==> config.mk <==
export PLATFORM = sky130hd
export DESIGN_NAME = dvm_monitor
export DESIGN_NICKNAME = d
export VERILOG_FILES = /design/src/rtl/dvm_pkg.sv /design/src/rtl/dvm_monitor.sv
export VERILOG_INCLUDE_DIRS = /design/src /design/src/rtl
export SDC_FILE = /design/constraint.sdc
export NUM_CORES = 1
export LEC_CHECK = 0
export BUFFER_PORTS_ARGS = -buffer_cell sky130_fd_sc_hd__buf_4
export CAP_MARGIN = 10
export CORE_UTILIZATION = 25
export DETAILED_ROUTE_END_ITERATION = 10
export PLACE_DENSITY = 0.39
export SYNTH_ARGS = -nofsm -noshare
export SYNTH_HDL_FRONTEND = slang
export SYNTH_SLANG_ARGS = --single-unit
==> constraint.sdc <==
create_clock -name clk_in -period 9.5 [get_ports clk_in]
set_input_delay 0 -clock clk_in [delete_from_list [all_inputs] [get_ports clk_in]]
set_output_delay 0 -clock clk_in [all_outputs]
set_load 0.05 [all_outputs]
==> src/rtl/dvm_regs.svh <==
// register offsets, field positions, codes and timing counts of the direct mode / valve monitor
`ifndef DVM_REGS_SVH
`define DVM_REGS_SVH
`define DVM_IDX_DETAIL_STATUS 16'h0025
`define DVM_IDX_SRC_SELECT    16'h010F
`define DVM_IDX_ENERGIZED_HRS 16'h0400
`define DVM_IDX_SUP_OVR_HRS   16'h0401
`define DVM_IDX_SUP_OVR_CNT   16'h0402
`define DVM_IDX_EXH_OVR_HRS   16'h0403
`define DVM_IDX_EXH_OVR_CNT   16'h0404
`define DVM_MODE_NORMAL       2'h0
`define DVM_MODE_PRESET       2'h1
`define DVM_MODE_DIRECT       2'h2
`define DVM_SRC_RESET         8'h00
`define DVM_ACC_MAX           32'h0098967F
`define DVM_EVT_SUPPLY        32'h00008D10
`define DVM_EVT_EXHAUST       32'h00008D11
`define DVM_ERR_SUPPLY        4'hA
`define DVM_ERR_EXHAUST       4'hB
`define DVM_PDI_SETP_LSB      32
`define DVM_PDI_CTRL_LSB      16
`define DVM_PDI_ERR_BIT       15
`define DVM_PDI_WARN_BIT      14
`define DVM_PDI_NORM_BIT      13
`define DVM_PDI_SW_LSB        8
`define DVM_PDI_CODE_LSB      4
`define DVM_PDI_MODE_LSB      2
`define DVM_PDI_RUN_BIT       0
`define DVM_HOUR_S            3600
`define DVM_CLK_HZ            250000000
`define DVM_HOUR_CYCLES       (64'd3600 * 64'd250000000)
`endif

==> src/rtl/dvm_pkg.sv <==
// types shared by the direct mode / valve monitor
`default_nettype none
package dvm_pkg;
   typedef struct packed
   {
      logic        wr;
      logic        rd;
      logic [15:0] index;
      logic [31:0] wdata;
   } dvm_req_t;
   typedef struct packed
   {
      logic [15:0] set_p;
      logic        run;
   } dvm_pdo_t;
endpackage
`default_nettype wire

==> src/rtl/dvm_monitor.sv <==
// direct-memory input mode and solenoid valve overactive monitor
// Contract
// - a parameter write may select direct mode but no parameter path writes the direct value.
// - changing the source select never clears the stored direct value.
// - source select at index 0x010F codes 0 normal, 1 preset, 2 direct.
// - input process data packs set pressure, controlled pressure, flags, code, mode and run.
// - the direct value drives regulation only while the select equals 2.
// - in direct mode regulation runs whatever the output run bit says.
// - index 0x0400 counts whole hours with the reported run bit at 1.
// - index 0x0401 counts hours of supply valve overactive state.
// - index 0x0403 counts hours of exhaust valve overactive state.
// - indices 0x0402 and 0x0404 count entries into the overactive state per valve.
// - the four valve overactive accumulators are saved to retained storage when the output run bit falls; energized hours are not.
// - while a valve is overactive the warning flag is set and its error code shown; with both overactive the supply code is shown.
// - detailed status holds event code 0x8D10 or 0x8D11 for supply or exhaust.
// - an overactive state never stops or alters regulation.
// - select 0 takes pressure from output data, 1 from a preset, 2 from direct memory.
`include "dvm_regs.svh"
`default_nettype none
module dvm_monitor #(
   parameter logic [63:0] HOUR_CYCLES = `DVM_HOUR_CYCLES
)(
   input  wire logic               clk_in,
   input  wire logic               rst_in,
   input  wire dvm_pkg::dvm_req_t  req_in,
   output logic [31:0]             rdata_out,
   output logic                    rvalid_out,
   input  wire dvm_pkg::dvm_pdo_t  pdo_in,
   input  wire logic [15:0]        key_direct_in,
   input  wire logic               key_direct_we_in,
   input  wire logic [15:0]        preset_p_in,
   input  wire logic [15:0]        ctrl_p_in,
   input  wire logic [1:0]         sw_out_in,
   input  wire logic               error_in,
   input  wire logic               sup_ovr_pin_in,
   input  wire logic               exh_ovr_pin_in,
   output logic [47:0]             pdi_out,
   output logic [15:0]             target_p_out,
   output logic                    regulate_out,
   output logic                    save_out,
   output logic [127:0]            save_data_out
);
   // registers
   logic [7:0]   src_r,       src_nxt;
   logic [15:0]  direct_r,    direct_nxt;
   logic         run_d_r,     run_d_nxt;
   logic [2:0]   sup_s_r,     sup_s_nxt;
   logic [2:0]   exh_s_r,     exh_s_nxt;
   logic         sup_ov_r,    sup_ov_nxt;
   logic         exh_ov_r,    exh_ov_nxt;
   logic [31:0]  en_hrs_r,    en_hrs_nxt;
   logic [31:0]  sup_hrs_r,   sup_hrs_nxt;
   logic [31:0]  sup_cnt_r,   sup_cnt_nxt;
   logic [31:0]  exh_hrs_r,   exh_hrs_nxt;
   logic [31:0]  exh_cnt_r,   exh_cnt_nxt;
   logic [63:0]  en_tick_r,   en_tick_nxt;
   logic [63:0]  sup_tick_r,  sup_tick_nxt;
   logic [63:0]  exh_tick_r,  exh_tick_nxt;
   logic [31:0]  evt_r,       evt_nxt;
   logic [31:0]  rdata_r,     rdata_nxt;
   logic         rvalid_r,    rvalid_nxt;
   logic [47:0]  pdi_r,       pdi_nxt;
   logic [15:0]  tgt_r,       tgt_nxt;
   logic         reg_r,       reg_nxt;
   logic         save_r,      save_nxt;
   logic [127:0] sdat_r,      sdat_nxt;
   logic         direct_mode;
   logic         run_state;
   logic [3:0]   err_code;

   function automatic logic [31:0] sat_inc(input logic [31:0] v);
      sat_inc = (v >= `DVM_ACC_MAX) ? `DVM_ACC_MAX : v + 32'h00000001;
   endfunction

   // mode decode and reported run state
   assign direct_mode = (src_r[1:0] == `DVM_MODE_DIRECT);
   assign run_state   = pdo_in.run | direct_mode;
   assign err_code    = sup_ov_r ? `DVM_ERR_SUPPLY : (exh_ov_r ? `DVM_ERR_EXHAUST : 4'h0);

   // parameter access, mode select, direct memory
   always_comb
   begin
      src_nxt    = src_r;
      direct_nxt = direct_r;
      rdata_nxt  = rdata_r;
      rvalid_nxt = 1'b0;
      if (req_in.wr && req_in.index == `DVM_IDX_SRC_SELECT && req_in.wdata[7:0] <= 8'h02)
      begin
         src_nxt = req_in.wdata[7:0];
      end
      if (key_direct_we_in)
      begin
         direct_nxt = key_direct_in;
      end
      if (req_in.rd)
      begin
         rvalid_nxt = 1'b1;
         unique case (req_in.index)
            `DVM_IDX_DETAIL_STATUS: rdata_nxt = evt_r;
            `DVM_IDX_SRC_SELECT:    rdata_nxt = {24'h000000, src_r};
            `DVM_IDX_ENERGIZED_HRS: rdata_nxt = en_hrs_r;
            `DVM_IDX_SUP_OVR_HRS:   rdata_nxt = sup_hrs_r;
            `DVM_IDX_SUP_OVR_CNT:   rdata_nxt = sup_cnt_r;
            `DVM_IDX_EXH_OVR_HRS:   rdata_nxt = exh_hrs_r;
            `DVM_IDX_EXH_OVR_CNT:   rdata_nxt = exh_cnt_r;
            default:                rdata_nxt = 32'h00000000;
         endcase
      end
   end

   // valve pin synchronisers, hour and event accumulators
   always_comb
   begin
      sup_s_nxt    = {sup_s_r[1:0], sup_ovr_pin_in};
      exh_s_nxt    = {exh_s_r[1:0], exh_ovr_pin_in};
      sup_ov_nxt   = (sup_s_r[1] == sup_s_r[2]) ? sup_s_r[2] : sup_ov_r;
      exh_ov_nxt   = (exh_s_r[1] == exh_s_r[2]) ? exh_s_r[2] : exh_ov_r;
      en_hrs_nxt   = en_hrs_r;
      sup_hrs_nxt  = sup_hrs_r;
      exh_hrs_nxt  = exh_hrs_r;
      sup_cnt_nxt  = sup_cnt_r;
      exh_cnt_nxt  = exh_cnt_r;
      en_tick_nxt  = en_tick_r;
      sup_tick_nxt = sup_tick_r;
      exh_tick_nxt = exh_tick_r;
      evt_nxt      = evt_r;
      if (run_state)
      begin
         en_tick_nxt = en_tick_r + 64'h1;
         if (en_tick_r + 64'h1 >= HOUR_CYCLES)
         begin
            en_tick_nxt = 64'h0;
            en_hrs_nxt  = sat_inc(en_hrs_r);
         end
      end
      if (sup_ov_r)
      begin
         sup_tick_nxt = sup_tick_r + 64'h1;
         if (sup_tick_r + 64'h1 >= HOUR_CYCLES)
         begin
            sup_tick_nxt = 64'h0;
            sup_hrs_nxt  = sat_inc(sup_hrs_r);
         end
      end
      if (exh_ov_r)
      begin
         exh_tick_nxt = exh_tick_r + 64'h1;
         if (exh_tick_r + 64'h1 >= HOUR_CYCLES)
         begin
            exh_tick_nxt = 64'h0;
            exh_hrs_nxt  = sat_inc(exh_hrs_r);
         end
      end
      if (sup_ov_nxt && !sup_ov_r)
      begin
         sup_cnt_nxt = sat_inc(sup_cnt_r);
         evt_nxt     = `DVM_EVT_SUPPLY;
      end
      if (exh_ov_nxt && !exh_ov_r)
      begin
         exh_cnt_nxt = sat_inc(exh_cnt_r);
         evt_nxt     = `DVM_EVT_EXHAUST;
      end
   end

   // regulation target, process data in, save on run fall
   always_comb
   begin
      run_d_nxt = pdo_in.run;
      unique case (src_r[1:0])
         `DVM_MODE_DIRECT: tgt_nxt = direct_r;
         `DVM_MODE_PRESET: tgt_nxt = preset_p_in;
         default:          tgt_nxt = pdo_in.set_p;
      endcase
      reg_nxt = run_state;
      pdi_nxt = 48'h000000000000;
      pdi_nxt[47:`DVM_PDI_SETP_LSB]              = tgt_nxt;
      pdi_nxt[31:`DVM_PDI_CTRL_LSB]              = ctrl_p_in;
      pdi_nxt[`DVM_PDI_ERR_BIT]                  = error_in;
      pdi_nxt[`DVM_PDI_WARN_BIT]                 = sup_ov_r | exh_ov_r;
      pdi_nxt[`DVM_PDI_NORM_BIT]                 = ~error_in;
      pdi_nxt[`DVM_PDI_SW_LSB+1:`DVM_PDI_SW_LSB] = sw_out_in;
      pdi_nxt[`DVM_PDI_CODE_LSB+3:`DVM_PDI_CODE_LSB] = err_code;
      pdi_nxt[`DVM_PDI_MODE_LSB+1:`DVM_PDI_MODE_LSB] = src_r[1:0];
      pdi_nxt[`DVM_PDI_RUN_BIT]                  = run_state;
      save_nxt = run_d_r & ~pdo_in.run;
      sdat_nxt = save_nxt ? {exh_cnt_r, exh_hrs_r, sup_cnt_r, sup_hrs_r} : sdat_r;
   end

   // state registers
   always_ff @(posedge clk_in)
   begin
      if (rst_in)
      begin
         src_r <= `DVM_SRC_RESET;
         direct_r <= 16'h0000;
         run_d_r <= 1'b0;
         sup_s_r <= 3'h0;
         exh_s_r <= 3'h0;
         sup_ov_r <= 1'b0;
         exh_ov_r <= 1'b0;
         en_hrs_r <= 32'h00000000;
         sup_hrs_r <= 32'h00000000;
         sup_cnt_r <= 32'h00000000;
         exh_hrs_r <= 32'h00000000;
         exh_cnt_r <= 32'h00000000;
         en_tick_r <= 64'h0;
         sup_tick_r <= 64'h0;
         exh_tick_r <= 64'h0;
         evt_r <= 32'h00000000;
         rdata_r <= 32'h00000000;
         rvalid_r <= 1'b0;
         pdi_r <= 48'h000000000000;
         tgt_r <= 16'h0000;
         reg_r <= 1'b0;
         save_r <= 1'b0;
         sdat_r <= 128'h0;
      end
      else
      begin
         src_r <= src_nxt;
         direct_r <= direct_nxt;
         run_d_r <= run_d_nxt;
         sup_s_r <= sup_s_nxt;
         exh_s_r <= exh_s_nxt;
         sup_ov_r <= sup_ov_nxt;
         exh_ov_r <= exh_ov_nxt;
         en_hrs_r <= en_hrs_nxt;
         sup_hrs_r <= sup_hrs_nxt;
         sup_cnt_r <= sup_cnt_nxt;
         exh_hrs_r <= exh_hrs_nxt;
         exh_cnt_r <= exh_cnt_nxt;
         en_tick_r <= en_tick_nxt;
         sup_tick_r <= sup_tick_nxt;
         exh_tick_r <= exh_tick_nxt;
         evt_r <= evt_nxt;
         rdata_r <= rdata_nxt;
         rvalid_r <= rvalid_nxt;
         pdi_r <= pdi_nxt;
         tgt_r <= tgt_nxt;
         reg_r <= reg_nxt;
         save_r <= save_nxt;
         sdat_r <= sdat_nxt;
      end
   end

   // outputs
   assign rdata_out     = rdata_r;
   assign rvalid_out    = rvalid_r;
   assign pdi_out       = pdi_r;
   assign target_p_out  = tgt_r;
   assign regulate_out  = reg_r;
   assign save_out      = save_r;
   assign save_data_out = sdat_r;

   // checks
   property p_src_write;
      @(posedge clk_in) disable iff (rst_in)
      req_in.wr && req_in.index == `DVM_IDX_SRC_SELECT && req_in.wdata[7:0] == 8'h02
      |=> pdi_out[3:2] == 2'h2 || src_r[1:0] == 2'h2;
   endproperty
   a_src_write: assert property (p_src_write) else $error("select write lost");
   property p_direct_keep;
      @(posedge clk_in) disable iff (rst_in)
      req_in.wr && !key_direct_we_in |=> direct_r == $past(direct_r);
   endproperty
   a_direct_keep: assert property (p_direct_keep) else $error("direct value changed");
   property p_direct_target;
      @(posedge clk_in) disable iff (rst_in)
      src_r[1:0] == 2'h2 && !key_direct_we_in |=> target_p_out == $past(direct_r);
   endproperty
   a_direct_target: assert property (p_direct_target) else $error("direct target wrong");
   property p_direct_run;
      @(posedge clk_in) disable iff (rst_in)
      src_r[1:0] == 2'h2 |=> regulate_out && pdi_out[0];
   endproperty
   a_direct_run: assert property (p_direct_run) else $error("direct not regulating");
   property p_save;
      @(posedge clk_in) disable iff (rst_in)
      $fell(pdo_in.run) |=> save_out ##1 !save_out;
   endproperty
   a_save: assert property (p_save) else $error("save pulse wrong");
   property p_warn;
      @(posedge clk_in) disable iff (rst_in)
      sup_ov_r |=> pdi_out[14] && pdi_out[7:4] == 4'hA;
   endproperty
   a_warn: assert property (p_warn) else $error("warning not shown");
   property p_event;
      @(posedge clk_in) disable iff (rst_in)
      $rose(exh_ov_r) |-> evt_r == 32'h00008D11;
   endproperty
   a_event: assert property (p_event) else $error("event code wrong");
   property p_count;
      @(posedge clk_in) disable iff (rst_in)
      $rose(sup_ov_r) && $past(sup_cnt_r) < `DVM_ACC_MAX
      |-> sup_cnt_r == $past(sup_cnt_r) + 32'h00000001;
   endproperty
   a_count: assert property (p_count) else $error("entry not counted");
   property p_sat;
      @(posedge clk_in) disable iff (rst_in)
      en_hrs_r <= `DVM_ACC_MAX && sup_hrs_r <= `DVM_ACC_MAX && sup_cnt_r <= `DVM_ACC_MAX
      && exh_hrs_r <= `DVM_ACC_MAX && exh_cnt_r <= `DVM_ACC_MAX;
   endproperty
   a_sat: assert property (p_sat) else $error("accumulator over range");
endmodule
`default_nettype wire

==> impl_metrics.yaml <==
routing:
  drc_errors: 0
  drtAntennaViolNets: 0
  first_iter_violations: 1985
  routed_wl_um: 108000
  drtPass1Iterations: 9
  vias: 27900
  vias_per_cell: 5.04
  wire_per_inst_um: 19.4
global_route:
  antenna_found_initial: 1
  overflow: 0
  track_usage_pct: 17.6
  grt_pass1_vias: 26200
  grt_pass1_wl_um: 163000
  grt_max_degree: 90
sta:
  tns_ps: 0
  drv_slew: 0
  slew_headroom_pct: 23.6
  hold_viol_final: 0
  worst_pin_slew_ps: 1130
  period_needed_ps: 5910
  finalSetupViolCount: 0
  rsz0062_at_grt: "false"
  fmax_mhz: 169
  finClkSkew_ps: 46.3
  period_share_pct: 62.2
yosys:
  ys.flop_type: "dfxtp_1"
  synth_top_area_cell: "dfxtp_1"
  netlist_area_um2: 29200
  synth-edff-count: 0
  yosys.area_share.simple_pct: 30.5
  post_synth.cell_area_avg_um2: 7.83
  netlist_instances: 3724
  synth_area_leaders: "dfxtp_1, nand2_1, a21oi_1"
  ys_async_sr_fraction_pct: 0
  synth_top_family_by_area: "simple AND/OR/NAND/NOR gates"
  ys_seq_area_share_pct: 40.5
  yosysUniqueCellTypes: 86
  synth-xor-area-share_pct: 4.02
  synthMuxAreaShare_pct: 2.47
  yosysTopAreaCellShare_pct: 40.5
  synth-seq-cells: 590
  synth_warnings: 0
  synth-adder-area-share_pct: 0.429
  synth_compound_area_share_pct: 17.2
clock_tree:
  cts_made_buffers: 77
  postCtsSetupBuffers: 0
  clkSlewWorstSetupHoldPaths_ps: 60
  clk_latency_ps: 680
  cts_tree: "built"
  clkSinkCount: 590
  cts_root_buffer: "clkbuf_16"
  htreeDepth: 3
  cts_buffer_depth: 3
pwr:
  power_density_nw_per_um2: 163
  irDropWorstVdd_v: 0.000125
  p_leak_nw: 12.7
critical_path:
  crit_path_end_kind: "register"
  cp-start-kind: "register"
  worstReg2RegEnd: "exh_hrs_r[20]$_SDFFE_PP0P_"
  arrival_ps: 6370
  critPathTopFamily: "simple AND/OR/NAND/NOR gates"
  cp_common_cell: "buf_4"
  required_ps: 9960
  rr_startpoint: "exh_tick_r[8]$_SDFFE_PP0P_"
  slowest_stage: "nor2_1"
  crit_chain: "nand4_1, or4_1, nor4_1, nand2_1, o21a_1, or3b_2, o32ai_2, buf_4, o21ai_0, buf_4, nor2_1, a311oi_1"
  r2r_setup_slack_ps: 3590
  critPathKind: "register to register"
  crit_path_max_fanout: 12
  critical-path-max-stage-delay_ps: 870
  rr_worst_depth: 12
  path_buf_inv: 2
die:
  start_util_pct: 25.4
  die_area_um2: 118000
  ios: 350
  core_area_um2: 115000
  die_h_um: 344
  rows: 124
  fp.dieW_um: 344
hold_path:
  hold_path_depth: 7
  hp-class: "input port to register"
  hold_end: "rdata_out[3]$_SDFFE_PP0P_"
  hp-start: "req_in[32]"
finish:
  layout_common_cells: "dfxtp_1, nand2_1, nor2_1"
  final_common_cell: "dfxtp_1"
  fill_cells: 12300
  final_area_um2: 36300
  nets: 4103
  syn2layout_area_growth_pct: 24.3
  drive_gt1_share_pct: 14.0
run_status:
  outcome: "complete, no violations"
placement:
  dpl-instance-area_um2: 32700
  place.gp.congestion: 0.785
  place_hpwl_um: 74000
  portBuffers: 320
flow_run:
  maxCapViolCount: 0
flip-flops by register name, summed over array words and instances, names as in the netlist, 16 cells and up:
| register | count |
|---|---|
| exh_hrs_r | 32 |
| sup_tick_r | 64 |
| exh_tick_r | 64 |
| sup_cnt_r | 32 |
| direct_r | 16 |
| rdata_out | 32 |
| sup_hrs_r | 32 |
| en_tick_r | 64 |
| save_data_out | 128 |
| en_hrs_r | 32 |
| pdi_out | 41 |
| exh_cnt_r | 32 |
report_power, final:
group	switching (mW)	internal [mW]	total (mW)	leakage [nW]
combinational	0.192	0.126	0.318	6.59
clock	1.26	1.78	3.04	1.29
sequential	0.0454	2.51	2.55	4.77
total	1.50	4.42	5.92	12.7
cell type report:
cell class                      count  area [um2]  share of cell area (%)
Timing Repair Buffer              460        3700                    10.2
Inverter                           60         225                   0.621
Tap cell                         1512        1890                    5.22
Clock inverter                     38         519                    1.43
Sequential cell                   590       11800                    32.6
Clock buffer                      103        2110                    5.83
Multi-Input combinational cell   2781       16000                    44.1
Antenna cell                        1        2.50                 0.00690
cell families after synthesis:
logic type                 after synthesis
and+or+nand+nor                       1799
AOI/OAI and AO/OA                      768
DFF                                    590
buffers and inverters                  357
xor gates and xnor gates               134
muxes                                   65
adders and majority gates               10
other                                    1
routing by layer:
layer	up-vias	share of wire [%]	global-route usage (%)
met4	0	2.0	4.20
met3	117	5.3	3.49
li1	13900	-	-
met5	-	0	0
met2	632	45	27.8
met1	13300	48	24.5
worst reg2reg max path, delay by kind of cell, from the launching register on:
kind | cells | cell delay, ps
buffers and inverters | 2 | 540
AO/OA/AOI/OAI | 4 | 1280
AND/OR/NAND/NOR | 6 | 3500
flip-flops | 1 | 400
per-stage QoR:
stage	setup WS (ps)	util, %	instances	power, mW	hold slack, ps
6_report	3590	31.5	5545	5.92	68.3
5_1_grt	3260	31.5	5544	6.15	73.7
4_1_cts	3630	31.5	5543	6.03	15.9
3_5_place_dp	3670	28.4	5305	2.89	170
3_3_place_gp	3650	28.4	5305	2.89	168
2_1_floorplan	5390	-	3728	2.79	72.4
how the worst max path moves through the flow:
stage,from,end,slack [ps],cells after the start
final,exh_tick_r[8]$_SDFFE_PP0P_,exh_hrs_r[20]$_SDFFE_PP0P_,3590,12
after global routing,exh_tick_r[8]$_SDFFE_PP0P_,exh_hrs_r[4]$_SDFFE_PP0P_,3260,12
after CTS,exh_tick_r[8]$_SDFFE_PP0P_,exh_hrs_r[20]$_SDFFE_PP0P_,3630,12
after detailed placement,exh_tick_r[8]$_SDFFE_PP0P_,exh_hrs_r[10]$_SDFFE_PP0P_,3670,12
after global placement,exh_tick_r[8]$_SDFFE_PP0P_,exh_hrs_r[4]$_SDFFE_PP0P_,3650,12
after floorplan,exh_tick_r[22]$_SDFFE_PP0P_,exh_tick_r[30]$_SDFFE_PP0P_,5390,13
what timing repair did:
item / 4_1_cts / 5_1_grt
hold buffers: 97 / 0
setup endpoints to repair: 0 / 0
endpoints found under the hold margin: 141 / 0
gates resized for setup: 0 / 0
Yosys cell counts, types with 59 or more instances:
cell type,n
nor4_1,80
dfxtp_1,590
inv_1,59
xor2_1,75
clkbuf_1,245
nand2_1,535
nor2_1,385
a31oi_1,59
nand4_1,120
nor3_1,115
and3_1,71
o21ai_0,100
a21oi_1,309
and2_1,102
xnor2_1,59
nand3_1,153
Note: power is estimated with default switching activity, not from simulation.
